## src/hdl/tom_pkg.sv

```systemverilog
// package: shared constants and types of the timer output mode block
package tom_pkg;
  localparam int unsigned NPIN = 10;
  localparam int unsigned NCH = 5;
  localparam int unsigned ADDR_W = 5;
  // register byte offsets
  localparam logic [4:0] OFS_MODE = 5'h00;
  localparam logic [4:0] OFS_START = 5'h04;
  localparam logic [4:0] OFS_OUTEN = 5'h08;
  localparam logic [4:0] OFS_LEVEL = 5'h0C;
  localparam logic [4:0] OFS_IOCTL = 5'h10;
  localparam logic [4:0] OFS_PINSEL = 5'h14;
  localparam logic [4:0] OFS_PORT = 5'h18;
  localparam logic [4:0] OFS_STAT = 5'h1C;
  // field positions
  localparam int unsigned MODE_LO_LSB = 0;
  localparam int unsigned MODE_HI_LSB = 4;
  localparam int unsigned LVL_CYC_BIT = 8;
  localparam int unsigned HI_LSB = 16;
  localparam int unsigned PAIR_LSB = 6;
  // pair pins: bit0 cyclic, bit1/bit2 positive phase, bit3 negative phase
  localparam int unsigned PAIR_CYC = 0;
  localparam int unsigned PAIR_U = 1;
  localparam int unsigned PAIR_V = 2;
  localparam int unsigned PAIR_UN = 3;
  localparam logic [3:0] PAIR_NEG_MASK = 4'h8;
  localparam logic [3:0] PAIR_LOW = 4'h0;
  localparam logic [9:0] LO_A_MASK = 10'h015;
  localparam logic [9:0] LO_B_MASK = 10'h02A;
  localparam logic [31:0] RD_UNMAPPED = 32'h00000000;

  typedef enum logic [2:0] {
    MODE_NORMAL = 3'h0,
    MODE_PWM1 = 3'h2,
    MODE_PWM2 = 3'h3,
    MODE_PHASE = 3'h4,
    MODE_COMP = 3'h6,
    MODE_RSYNC = 3'h7
  } tom_mode_t;

  typedef enum logic [1:0] {
    PAIR_STOP = 2'b00,
    PAIR_RUN = 2'b01,
    PAIR_HALT = 2'b11
  } tom_pair_t;

  typedef struct packed {
    logic read;
    logic write;
    logic [4:0] address;
    logic [31:0] writedata;
    logic [3:0] byteenable;
  } tom_avl_req_t;
endpackage
```

## src/hdl/tom_avl_slave.sv

```systemverilog
// file: Avalon-MM slave handshake with one wait cycle per access
`timescale 1ns/1ps
`default_nettype none
module tom_avl_slave
  import tom_pkg::*;
(
  input wire logic core_clk,
  input wire logic nrst,
  input wire tom_avl_req_t avlReq,
  input wire logic [31:0] rdValue,
  output logic waitrequest,
  output logic [31:0] readdata,
  output logic wrStrobe
);
  typedef struct packed {
    logic wait_;
    logic [31:0] rdata;
  } tom_slv_t;

  tom_slv_t s;
  tom_slv_t next_s;

  always_comb begin
    next_s = s;
    if (!s.wait_) begin
      next_s.wait_ = 1'b1;
    end else if (avlReq.read || avlReq.write) begin
      // drop waitrequest next cycle, read data already standing
      next_s.wait_ = 1'b0;
      next_s.rdata = avlReq.read ? rdValue : s.rdata;
    end
  end

  always_ff @(posedge core_clk or negedge nrst) begin
    if (!nrst) begin
      s <= '{wait_: 1'b1, rdata: 32'h00000000};
    end else begin
      s <= next_s;
    end
  end

  assign waitrequest = s.wait_;
  assign readdata = s.rdata;
  assign wrStrobe = avlReq.write && !s.wait_;
endmodule
`default_nettype wire

```

## src/hdl/tom_output_ctrl.sv

```systemverilog
// file: timer output level control across mode changes and count stops
//
// The register offsets and the Avalon-MM interface to the registers were left to the implementer.
`timescale 1ns/1ps
`default_nettype none
// Summary of operation
// - after reset timer outputs low, pins undriven until a pin function is chosen
// - halting count in complementary PWM loads programmed initial pair levels
// - complementary PWM to normal while stopped drives pair outputs low
// - complementary PWM to PWM mode 1 while stopped drives pair outputs low
// - halting count in reset-synchronous PWM loads programmed initial pair levels
// - reset-synchronous PWM to normal or PWM 1 while stopped: positive low, negative high
// - reset-synchronous PWM to complementary PWM while stopped drives the cyclic pin low
// - in PWM mode 1 pin initialisation touches only A-side outputs
// - in PWM mode 2 pin initialisation skips the cycle-register pin
// - running pair PWM modes change outputs at compare matches
// - PWM mode 2 exists only on channels 0 to 2
// - phase counting exists only on the low channels
module tom_output_ctrl
  import tom_pkg::*;
(
  input wire logic core_clk,
  input wire logic nrst,
  input wire tom_avl_req_t avlReq,
  input wire logic [9:0] cmpMatch,
  output logic waitrequest,
  output logic [31:0] readdata,
  output logic [9:0] tmrOut,
  output logic [9:0] pinOut,
  output logic [9:0] pinOe
);
  typedef struct packed {
    tom_mode_t modeLo;
    tom_mode_t modeHi;
    logic [4:0] start;
    logic [3:0] outEn;
    logic [3:0] pairInit;
    logic cycEn;
    logic [9:0] initLvl;
    logic [9:0] matchLvl;
    logic [9:0] pinSel;
    logic [9:0] portData;
    logic [9:0] portDrv;
    logic [9:0] tmrOut;
    tom_pair_t pairSt;
    logic [9:0] pinOut;
    logic [9:0] pinOe;
  } tom_state_t;

  localparam tom_state_t ST_RESET = '{
    modeLo: MODE_NORMAL, modeHi: MODE_NORMAL, start: 5'h00, outEn: 4'h0,
    pairInit: 4'h0, cycEn: 1'b0, initLvl: 10'h000, matchLvl: 10'h000,
    pinSel: 10'h000, portData: 10'h000, portDrv: 10'h000, tmrOut: 10'h000,
    pairSt: PAIR_STOP, pinOut: 10'h000, pinOe: 10'h000};

  tom_state_t s;
  tom_state_t next_s;
  logic [31:0] rdValue;
  logic [31:0] wd;
  logic wrStrobe;
  logic [3:0] pairNext;
  logic pairRun;
  logic pairPwm;
  tom_mode_t newLo;
  tom_mode_t newHi;

  function automatic logic [31:0] tom_merge(input logic [31:0] old, input logic [31:0] nw,
                                            input logic [3:0] be);
    logic [31:0] r;
    r = old;
    for (int b = 0; b < 4; b++) begin
      if (be[b]) begin
        r[b*8 +: 8] = nw[b*8 +: 8];
      end
    end
    return r;
  endfunction

  function automatic logic tom_lo_ok(input tom_mode_t m);
    return (m == MODE_NORMAL) || (m == MODE_PWM1) || (m == MODE_PWM2) || (m == MODE_PHASE);
  endfunction

  function automatic logic tom_hi_ok(input tom_mode_t m);
    return (m == MODE_NORMAL) || (m == MODE_PWM1) || (m == MODE_COMP) || (m == MODE_RSYNC);
  endfunction

  tom_avl_slave u_slave (
    .core_clk(core_clk),
    .nrst(nrst),
    .avlReq(avlReq),
    .rdValue(rdValue),
    .waitrequest(waitrequest),
    .readdata(readdata),
    .wrStrobe(wrStrobe)
  );

  tom_pair_wave u_pair (
    .mode(s.modeHi),
    .cur(s.tmrOut[9:6]),
    .cmp(cmpMatch[9:6]),
    .cycEn(s.cycEn),
    .nxt(pairNext)
  );

  // register readback, also the old value for byte-lane merging
  always_comb begin
    case (avlReq.address)
      OFS_MODE: rdValue = {25'h0, s.modeHi, 1'b0, s.modeLo};
      OFS_START: rdValue = {27'h0, s.start};
      OFS_OUTEN: rdValue = {28'h0, s.outEn};
      OFS_LEVEL: rdValue = {23'h0, s.cycEn, 4'h0, s.pairInit};
      OFS_IOCTL: rdValue = {6'h0, s.matchLvl, 6'h0, s.initLvl};
      OFS_PINSEL: rdValue = {22'h0, s.pinSel};
      OFS_PORT: rdValue = {6'h0, s.portDrv, 6'h0, s.portData};
      OFS_STAT: rdValue = {14'h0, s.pairSt, 6'h0, s.tmrOut};
      default: rdValue = RD_UNMAPPED;
    endcase
  end

  assign wd = tom_merge(rdValue, avlReq.writedata, avlReq.byteenable);
  assign pairRun = s.start[3] || s.start[4];
  assign pairPwm = (s.modeHi == MODE_COMP) || (s.modeHi == MODE_RSYNC);
  assign newLo = tom_mode_t'(wd[MODE_LO_LSB +: 3]);
  assign newHi = tom_mode_t'(wd[MODE_HI_LSB +: 3]);

  always_comb begin
    next_s = s;
    // compare events on pins outside the pair PWM modes
    for (int i = 0; i < NPIN; i++) begin
      if (s.start[i / 2] && cmpMatch[i] && !(i >= PAIR_LSB && pairPwm)) begin
        next_s.tmrOut[i] = s.matchLvl[i];
      end
    end
    if (pairRun && pairPwm) begin
      next_s.tmrOut[9:6] = pairNext;
    end
    if (wrStrobe) begin
      case (avlReq.address)
        OFS_MODE: begin
          if (tom_lo_ok(newLo)) begin
            next_s.modeLo = newLo;
          end
          // pair modes refuse PWM 2 and phase counting
          if (tom_hi_ok(newHi)) begin
            next_s.modeHi = newHi;
            if (!pairRun && newHi != s.modeHi) begin
              if (s.modeHi == MODE_COMP && (newHi == MODE_NORMAL || newHi == MODE_PWM1)) begin
                next_s.tmrOut[9:6] = PAIR_LOW;
              end
              if (s.modeHi == MODE_RSYNC && (newHi == MODE_NORMAL || newHi == MODE_PWM1)) begin
                next_s.tmrOut[9:6] = PAIR_NEG_MASK;
              end
              if (s.modeHi == MODE_RSYNC && newHi == MODE_COMP) begin
                next_s.tmrOut[PAIR_LSB + PAIR_CYC] = 1'b0;
              end
            end
          end
        end
        OFS_START: begin
          next_s.start = wd[4:0];
          if (pairRun && pairPwm && !(wd[3] || wd[4])) begin
            next_s.tmrOut[9:6] = s.pairInit;
          end
        end
        OFS_OUTEN: next_s.outEn = wd[3:0];
        OFS_LEVEL: begin
          next_s.pairInit = wd[3:0];
          next_s.cycEn = wd[LVL_CYC_BIT];
        end
        OFS_IOCTL: begin
          next_s.initLvl = wd[9:0];
          next_s.matchLvl = wd[HI_LSB +: 10];
          for (int i = 0; i < NPIN; i++) begin
            if (i < PAIR_LSB) begin
              if (!(s.modeLo == MODE_PWM1 && i % 2 == 1) &&
                  !(s.modeLo == MODE_PWM2 && i % 2 == 0)) begin
                next_s.tmrOut[i] = wd[i];
              end
            end else if (!pairPwm && !(s.modeHi == MODE_PWM1 && i % 2 == 1)) begin
              next_s.tmrOut[i] = wd[i];
            end
          end
        end
        OFS_PINSEL: next_s.pinSel = wd[9:0];
        OFS_PORT: begin
          next_s.portData = wd[9:0];
          next_s.portDrv = wd[HI_LSB +: 10];
        end
        default: begin
        end
      endcase
    end
    case (s.pairSt)
      PAIR_STOP: next_s.pairSt = (next_s.start[3] || next_s.start[4]) ? PAIR_RUN : PAIR_STOP;
      PAIR_RUN: next_s.pairSt = (next_s.start[3] || next_s.start[4]) ? PAIR_RUN : PAIR_HALT;
      PAIR_HALT: next_s.pairSt = (next_s.start[3] || next_s.start[4]) ? PAIR_RUN : PAIR_HALT;
      default: next_s.pairSt = PAIR_STOP;
    endcase
    // registered pin mux, so a level change never glitches
    for (int i = 0; i < NPIN; i++) begin
      next_s.pinOut[i] = next_s.pinSel[i] ? next_s.tmrOut[i] : next_s.portData[i];
      if (next_s.pinSel[i]) begin
        next_s.pinOe[i] = (i < PAIR_LSB) ? 1'b1 : next_s.outEn[i - PAIR_LSB];
      end else begin
        next_s.pinOe[i] = next_s.portDrv[i];
      end
    end
  end

  always_ff @(posedge core_clk or negedge nrst) begin
    if (!nrst) begin
      s <= ST_RESET;
    end else begin
      s <= next_s;
    end
  end

  assign tmrOut = s.tmrOut;
  assign pinOut = s.pinOut;
  assign pinOe = s.pinOe;

  // checks
  logic wrMode;
  logic wrStart;
  logic wrIoctl;
  assign wrMode = wrStrobe && avlReq.address == OFS_MODE;
  assign wrStart = wrStrobe && avlReq.address == OFS_START;
  assign wrIoctl = wrStrobe && avlReq.address == OFS_IOCTL;
endmodule
`default_nettype wire

```

## src/hdl/tom_pair_wave.sv

```systemverilog
// file: next-level logic of the channel 3/4 pair in the two pair PWM modes
`timescale 1ns/1ps
`default_nettype none
module tom_pair_wave
  import tom_pkg::*;
(
  input wire tom_mode_t mode,
  input wire logic [3:0] cur,
  input wire logic [3:0] cmp,
  input wire logic cycEn,
  output logic [3:0] nxt
);
  always_comb begin
    nxt = cur;
    if (cycEn && cmp[PAIR_CYC]) begin
      nxt[PAIR_CYC] = ~cur[PAIR_CYC];
    end
    if (mode == MODE_RSYNC) begin
      // period reset raises, duty match lowers
      if (cmp[PAIR_CYC]) begin
        nxt[PAIR_U] = 1'b1;
        nxt[PAIR_V] = 1'b1;
      end
      if (cmp[PAIR_U]) begin
        nxt[PAIR_U] = 1'b0;
      end
      if (cmp[PAIR_V]) begin
        nxt[PAIR_V] = 1'b0;
      end
    end else begin
      if (cmp[PAIR_U]) begin
        nxt[PAIR_U] = ~cur[PAIR_U];
      end
      if (cmp[PAIR_V]) begin
        nxt[PAIR_V] = ~cur[PAIR_V];
      end
    end
    nxt[PAIR_UN] = ~nxt[PAIR_U];
  end
endmodule
`default_nettype wire

```

## config.mk

```make
export PLATFORM = sky130hd
export DESIGN_NAME = tom_output_ctrl
export DESIGN_NICKNAME = d
export VERILOG_FILES = /design/src/hdl/tom_pkg.sv /design/src/hdl/tom_avl_slave.sv /design/src/hdl/tom_output_ctrl.sv /design/src/hdl/tom_pair_wave.sv
export SDC_FILE = /design/constraint.sdc
export NUM_CORES = 1
export LEC_CHECK = 0
export ABC_AREA = 1
export BUFFER_PORTS_ARGS = -buffer_cell sky130_fd_sc_hd__clkbuf_2
export CAP_MARGIN = 20
export CORE_ASPECT_RATIO = 0.9
export CORE_MARGIN = 2
export CORE_UTILIZATION = 44
export DETAILED_ROUTE_END_ITERATION = 8
export PLACE_DENSITY_LB_ADDON = 0.08
export SLEW_MARGIN = 20
export SYNTH_ARGS = -nofsm -noshare
export SYNTH_HDL_FRONTEND = slang
export SYNTH_SLANG_ARGS = --single-unit
```

## constraint.sdc

```tcl
create_clock -name core_clk -period 2.6 [get_ports core_clk]
set_input_delay 0.52 -clock core_clk [delete_from_list [all_inputs] [get_ports core_clk]]
set_output_delay 0.52 -clock core_clk [all_outputs]
set_load 0.02 [all_outputs]
```

Yosys cells after proc, flatten, opt, wreduce, memory -nomap -nowiden

Cells that the tools add are included.

Bits in registers: 129
Latch bits: 0
Memory bits (writable): 0
Bits in read-only memories: 0
Output and inout bits: 63
Memories: 0

Add/sub/neg operators: 0
Multipliers: 0
Divide/modulo/power cells: 0
Magnitude comparators: 0
Equal/unequal tests: 21
Shift-type cells: 0
Mux-type cells: 74
Bitwise logic cells: 4
Reductions and logical operators: 50

Operator list:

| cell               | count |
|---|---|
| $pmux 26 s8        | 1 |
| $mux 74            | 1 |
| $mux 1             | 48 |
| $mux 20            | 2 |
| $mux 33            | 1 |
| $mux 4             | 7 |
| $mux 26            | 1 |
| $logic_and 1x1->1  | 23 |
| $eq 5x5->1 const B | 4 |
| $eq 3x2->1 const B | 6 |
| $mux 8             | 2 |
| $eq 3x3->1 const B | 5 |
| $pmux 4 s3         | 1 |
| $logic_or 1x1->1   | 11 |
| $eq 5x4->1 const B | 2 |
| $mux 10            | 1 |
| $mux 2             | 5 |
| $mux 5             | 2 |
| $reduce_and 3->1   | 3 |
| $logic_not 3->1    | 2 |
| $mux 6             | 1 |
| $reduce_and 2->1   | 3 |
| $eq 5x3->1 const B | 1 |
| $logic_not 1->1    | 5 |
| other kinds (8)    | 11 |

Logic depth before layout (Yosys ltp)

Depth in word-level cells: 16
Depth in mapped cells: 17
Depth with buffers taken out: 17

Modules after synthesis

Synthesis repeated with hierarchy kept, for this count alone.

Cells, all modules: 884
Area, all modules: 7099.3 µm²

Modules (own cells, without submodules):

| module          | times used | cells each | area each (µm²) |
|---|---|---|---|
| tom_output_ctrl | 1          | 712        | 5566.6 |
| tom_avl_slave   | 1          | 144        | 1411.4 |
| tom_pair_wave   | 1          | 28         | 121.4 |

Worst setup path after synthesis

No wires, ideal clock.

Kind: input to register
Start point: input avlReq[37] (netlist bit)
End point: register s (netlist bit pinOut[6])
Setup time: 0.117 ns
Arrival time: 1.976 ns
Data required time: 2.483 ns
Path slack: 0.507 ns
Stages: 16
Buffers on the path: 2
Path through: nor2_2 -> buf_4 -> buf_6 -> nand4_1 -> nand2_1 -> inv_1 -> nand3_1 -> nand2_2 -> nor2_1 -> nand2_1 -> nand2_1 -> nand3_1 -> nand2_1 -> nand3b_1 -> nand3_1 -> nand2_1

RTL lines:

| what                   | RTL line               | source |
|---|---|---|
| start: declaration     | tom_output_ctrl.sv:24  | `input wire tom_avl_req_t avlReq,` |
| end signal: assignment | tom_output_ctrl.sv:214 | `s <= next_s;` |
| end: declaration       | tom_output_ctrl.sv:56  | `tom_state_t s;` |

==> impl_metrics.yaml <==
route:
  ant_nets: 0
  route.top_layer_used: "met4"
  routedWlPerCell_um: 17.0
  detail_route.wirelength.met1_um: 9120
  routed_wl_um: 19400
  vias: 5848
  wl_met3_um: 1270
  routed_wl_met2_um: 8700
  drc: 0
  drt_iter0_drc: 558
  drt-vias-per-instance: 5.12
  drt_first_pass_iters: 5
cts:
  clk_pin_slew_ns: 0.06
  clockRootBuffer: "clkbuf_16"
  ctsHtreeMaxLevel: 4
  cts_buffer_depth: 2
  clk-insertion-delay-late_ns: 0.43
  postCtsHoldBufs: 0
  cts_buffers: 17
  cts_tree: "yes"
  numClockSinks: 123
global_routing:
  grt.total_usage_pct: 25.6
  antenna_found_initial: 1
  first_pass_grt_wire_length_um: 30500
  globalRoute.totalOverflow: 0
  maximum_number_of_pins_on_one_net_before_global_route_repair: 46
  grt_pass1_vias: 5630
synth:
  netlist_area_pre_place_um2: 6430
  synthDistinctLibCells: 41
  yosysWarnings: 0
  netlist_instances: 826
  synth_async_sr_flop_share_pct: 100
  synth_top_flop_cell: "dfrtp_1"
  postSynthAreaPerCell_um2: 7.79
  synth-edff-count: 0
  synth_sequential_area_ratio_pct: 47.9
  synth.ff_latch_count: 123
floorplanning:
  rows: 41
  core_area_um2: 14200
  die_area_um2: 15600
  die_h_um: 119
  floorplan.initialDensity_pct: 45.4
  chipWidth_um: 131
  boundaryPins: 118
layout:
  finalInstanceArea_um2: 7810
  layout-area-overhead-vs-synth_pct: 21.4
  nFillCells: 1397
  final_cells: 1143
  design.final.nets: 991
  drive_above_1_share_pct: 22.8
timing:
  finalHoldViolations: 0
  timing.final.max_slew_violations: 0
  setup_viol: 0
  clock.fmax_mhz: 435
  worst-slew-pin-transition_ns: 0.590
  setup_tns_ns: 0
  share_of_the_clock_period_used_by_the_worst_path_after_layout_pct: 88.5
  grt_setup_unrepaired: "no"
  finalCriticalPeriod_ns: 2.30
  timing.clock.skew_ns: 0.00848
  max_slew_margin_pct: 60.7
  worst_hold_slack_ns: 0.0979
critical_path:
  worstPathMaxFanout: 12
  crit_family: "simple AND/OR/NAND/NOR gates"
  timing.critical_path.to_type: "flip-flop"
  crit_arrival_ns: 2.66
  cell_type_with_the_highest_occurrence_count_on_the_critical_path: "nand2_1"
  path_class: "in -> reg"
  worstPathCellList: "clkbuf_2, nor2_2, nand2_2, nor2_2, buf_12, inv_1, nor2_1, nand2_1, o21ai_0, nand2_1, nand2_1"
  worst_path_max_delay_cell: "nor2_2"
  worst-endpoint-required_ns: 2.96
  critical_path.n_buffers_inverters: 3
  critical_path.startpoint_type: "primary input"
  slowest_delay_ns: 0.33
placement:
  placedCellCount: 1110
  dp_hpwl_um: 14700
  globalplace.congestion: 0.886
  placed_cell_area_um2: 7190
  buffer_ports.inserted: 93
power_and_ir_drop:
  power_per_cell_area_nw_per_um2: 771
  power_frac_clock_pct: 40.7
  switching_share_pct: 31.6
  pnr_total_power_mw: 6.02
  power.sequential.fraction_pct: 39.5
  comb_power_share_pct: 19.8
  vdd_ir_drop_max_uv: 494
  internal_power_mw: 4.12
  p_switching_mw: 1.90
  total_leakage_power_nw: 3.97
outcome:
  status: "finished clean"
worst_hold_path:
  hold_class: "in -> async"
job:
  max_cap_viol_count: 0
==> worst reg2reg max path, delay by kind of cell (launching register included) <==
kind                   cells  cell delay [ns]
AND/OR/NAND/NOR            7             1.18
flip-flops                 1             0.46
AO/OA/AOI/OAI              3             0.39
buffers and inverters      1             0.13
==> metrics by stage <==
step / setup WS [ns] / util (%)
2_1_floorplan: 0.507 / -
3_3_place_gp: -0.0515 / 50.8
3_5_place_dp: -0.0804 / 50.8
4_1_cts: 0.237 / 55.1
5_1_grt: 0.0744 / 55.1
6_report: 0.300 / 55.2
==> routing by layer <==
layer / up-vias / track usage (%)
li1: 2850 / -
met1: 2772 / 36.5
met3: 24 / 5.71
met4: 0 / 7.88
met5: - / 0
met2: 202 / 38.8
==> power groups by stage <==
stage	sequential, mW	combinational (mW)	clock, mW
2_1_floorplan	2.37	0.879	0
6_report	2.38	1.19	2.45
5_1_grt	2.41	1.32	2.58
3_3_place_gp	2.39	1.17	0
4_1_cts	2.38	1.19	2.47
3_5_place_dp	2.41	1.18	0
==> path summary, 6_finish.rpt <==
| kind | from | end | slack [ns] | depth (start not counted) |
|---|---|---|---|---|
| max | avlReq[37] | pinOut[4] | 0.30 | 11 |
| min | nrst | pinOe[5] | 0.1 | 1 |
| max reg2reg | s[98] | tmrOut[7] | 0.31 | 11 |
| min reg2reg | u_slave.readdata[9] | u_slave.readdata[9] | 0.48 | 2 |
| max in group asynchronous | nrst | s[85] | 1.83 | 2 |
| min in group core_clk | avlReq[42] | u_slave.waitrequest | 0.27 | 2 |
==> sequential cells by signal (all words and copies together), names as in the netlist <==
name and cells:
pinOe 10, pinOut 10, s 72, tmrOut 10, u_slave.readdata 20, u_slave.waitrequest 1
==> area by class of cell <==
class	count	area (µm²)	share of cell area (%)
Antenna cell	1	2.50	0.0320
Clock inverter	13	166	2.13
Inverter	93	349	4.47
Clock buffer	19	443	5.67
Sequential cell	123	3080	39.4
Tap cell	193	241	3.09
Timing Repair Buffer	144	913	11.7
Multi-Input combinational cell	557	2620	33.5
==> placed cells by master, fill, tap and decap left out, types with 4 or more instances in the layout <==
master	count
nor2_2	4
a21oi_1	16
nand4_1	22
a31oi_1	4
o21ai_1	5
nor2_4	4
clkbuf_2	92
nor2_1	26
buf_4	47
o21ai_0	113
inv_2	8
nand3_1	39
nand2_1	261
buf_12	5
nand3_2	5
or2_1	4
inv_1	84
conb_1	12
clkbuf_16	17
or2_2	7
dfrtp_1	122
o21ai_2	7
nand2_2	4
==> cells by family after synthesis <==
kind of cell	after synthesis	synth area share, %
mux	2	0.311
flops	123	47.9
other cells	1	0.0583
buf+inv	157	12.2
compound gates	159	13.5
xor+xnor	1	0.136
simple gates	383	25.9
==> cell usage after synthesis, types with 8 or more instances <==
cell type	number	share of area [%]
buf_4	45	5.3
clkbuf_1	12	0.70
dfrtp_1	122	47
a21oi_1	16	1.2
inv_1	84	4.9
nand2_1	261	15
nor2_1	26	1.5
nand4_1	22	2.1
inv_2	8	0.47
o21ai_0	113	8.8
nand3_1	39	3.0
==> timing repair <==
item,CTS,global route
gates resized for setup,0,1
endpoints found under the setup margin,0,1
buffers inserted,0,0
Power figures use the tool's default switching activity.
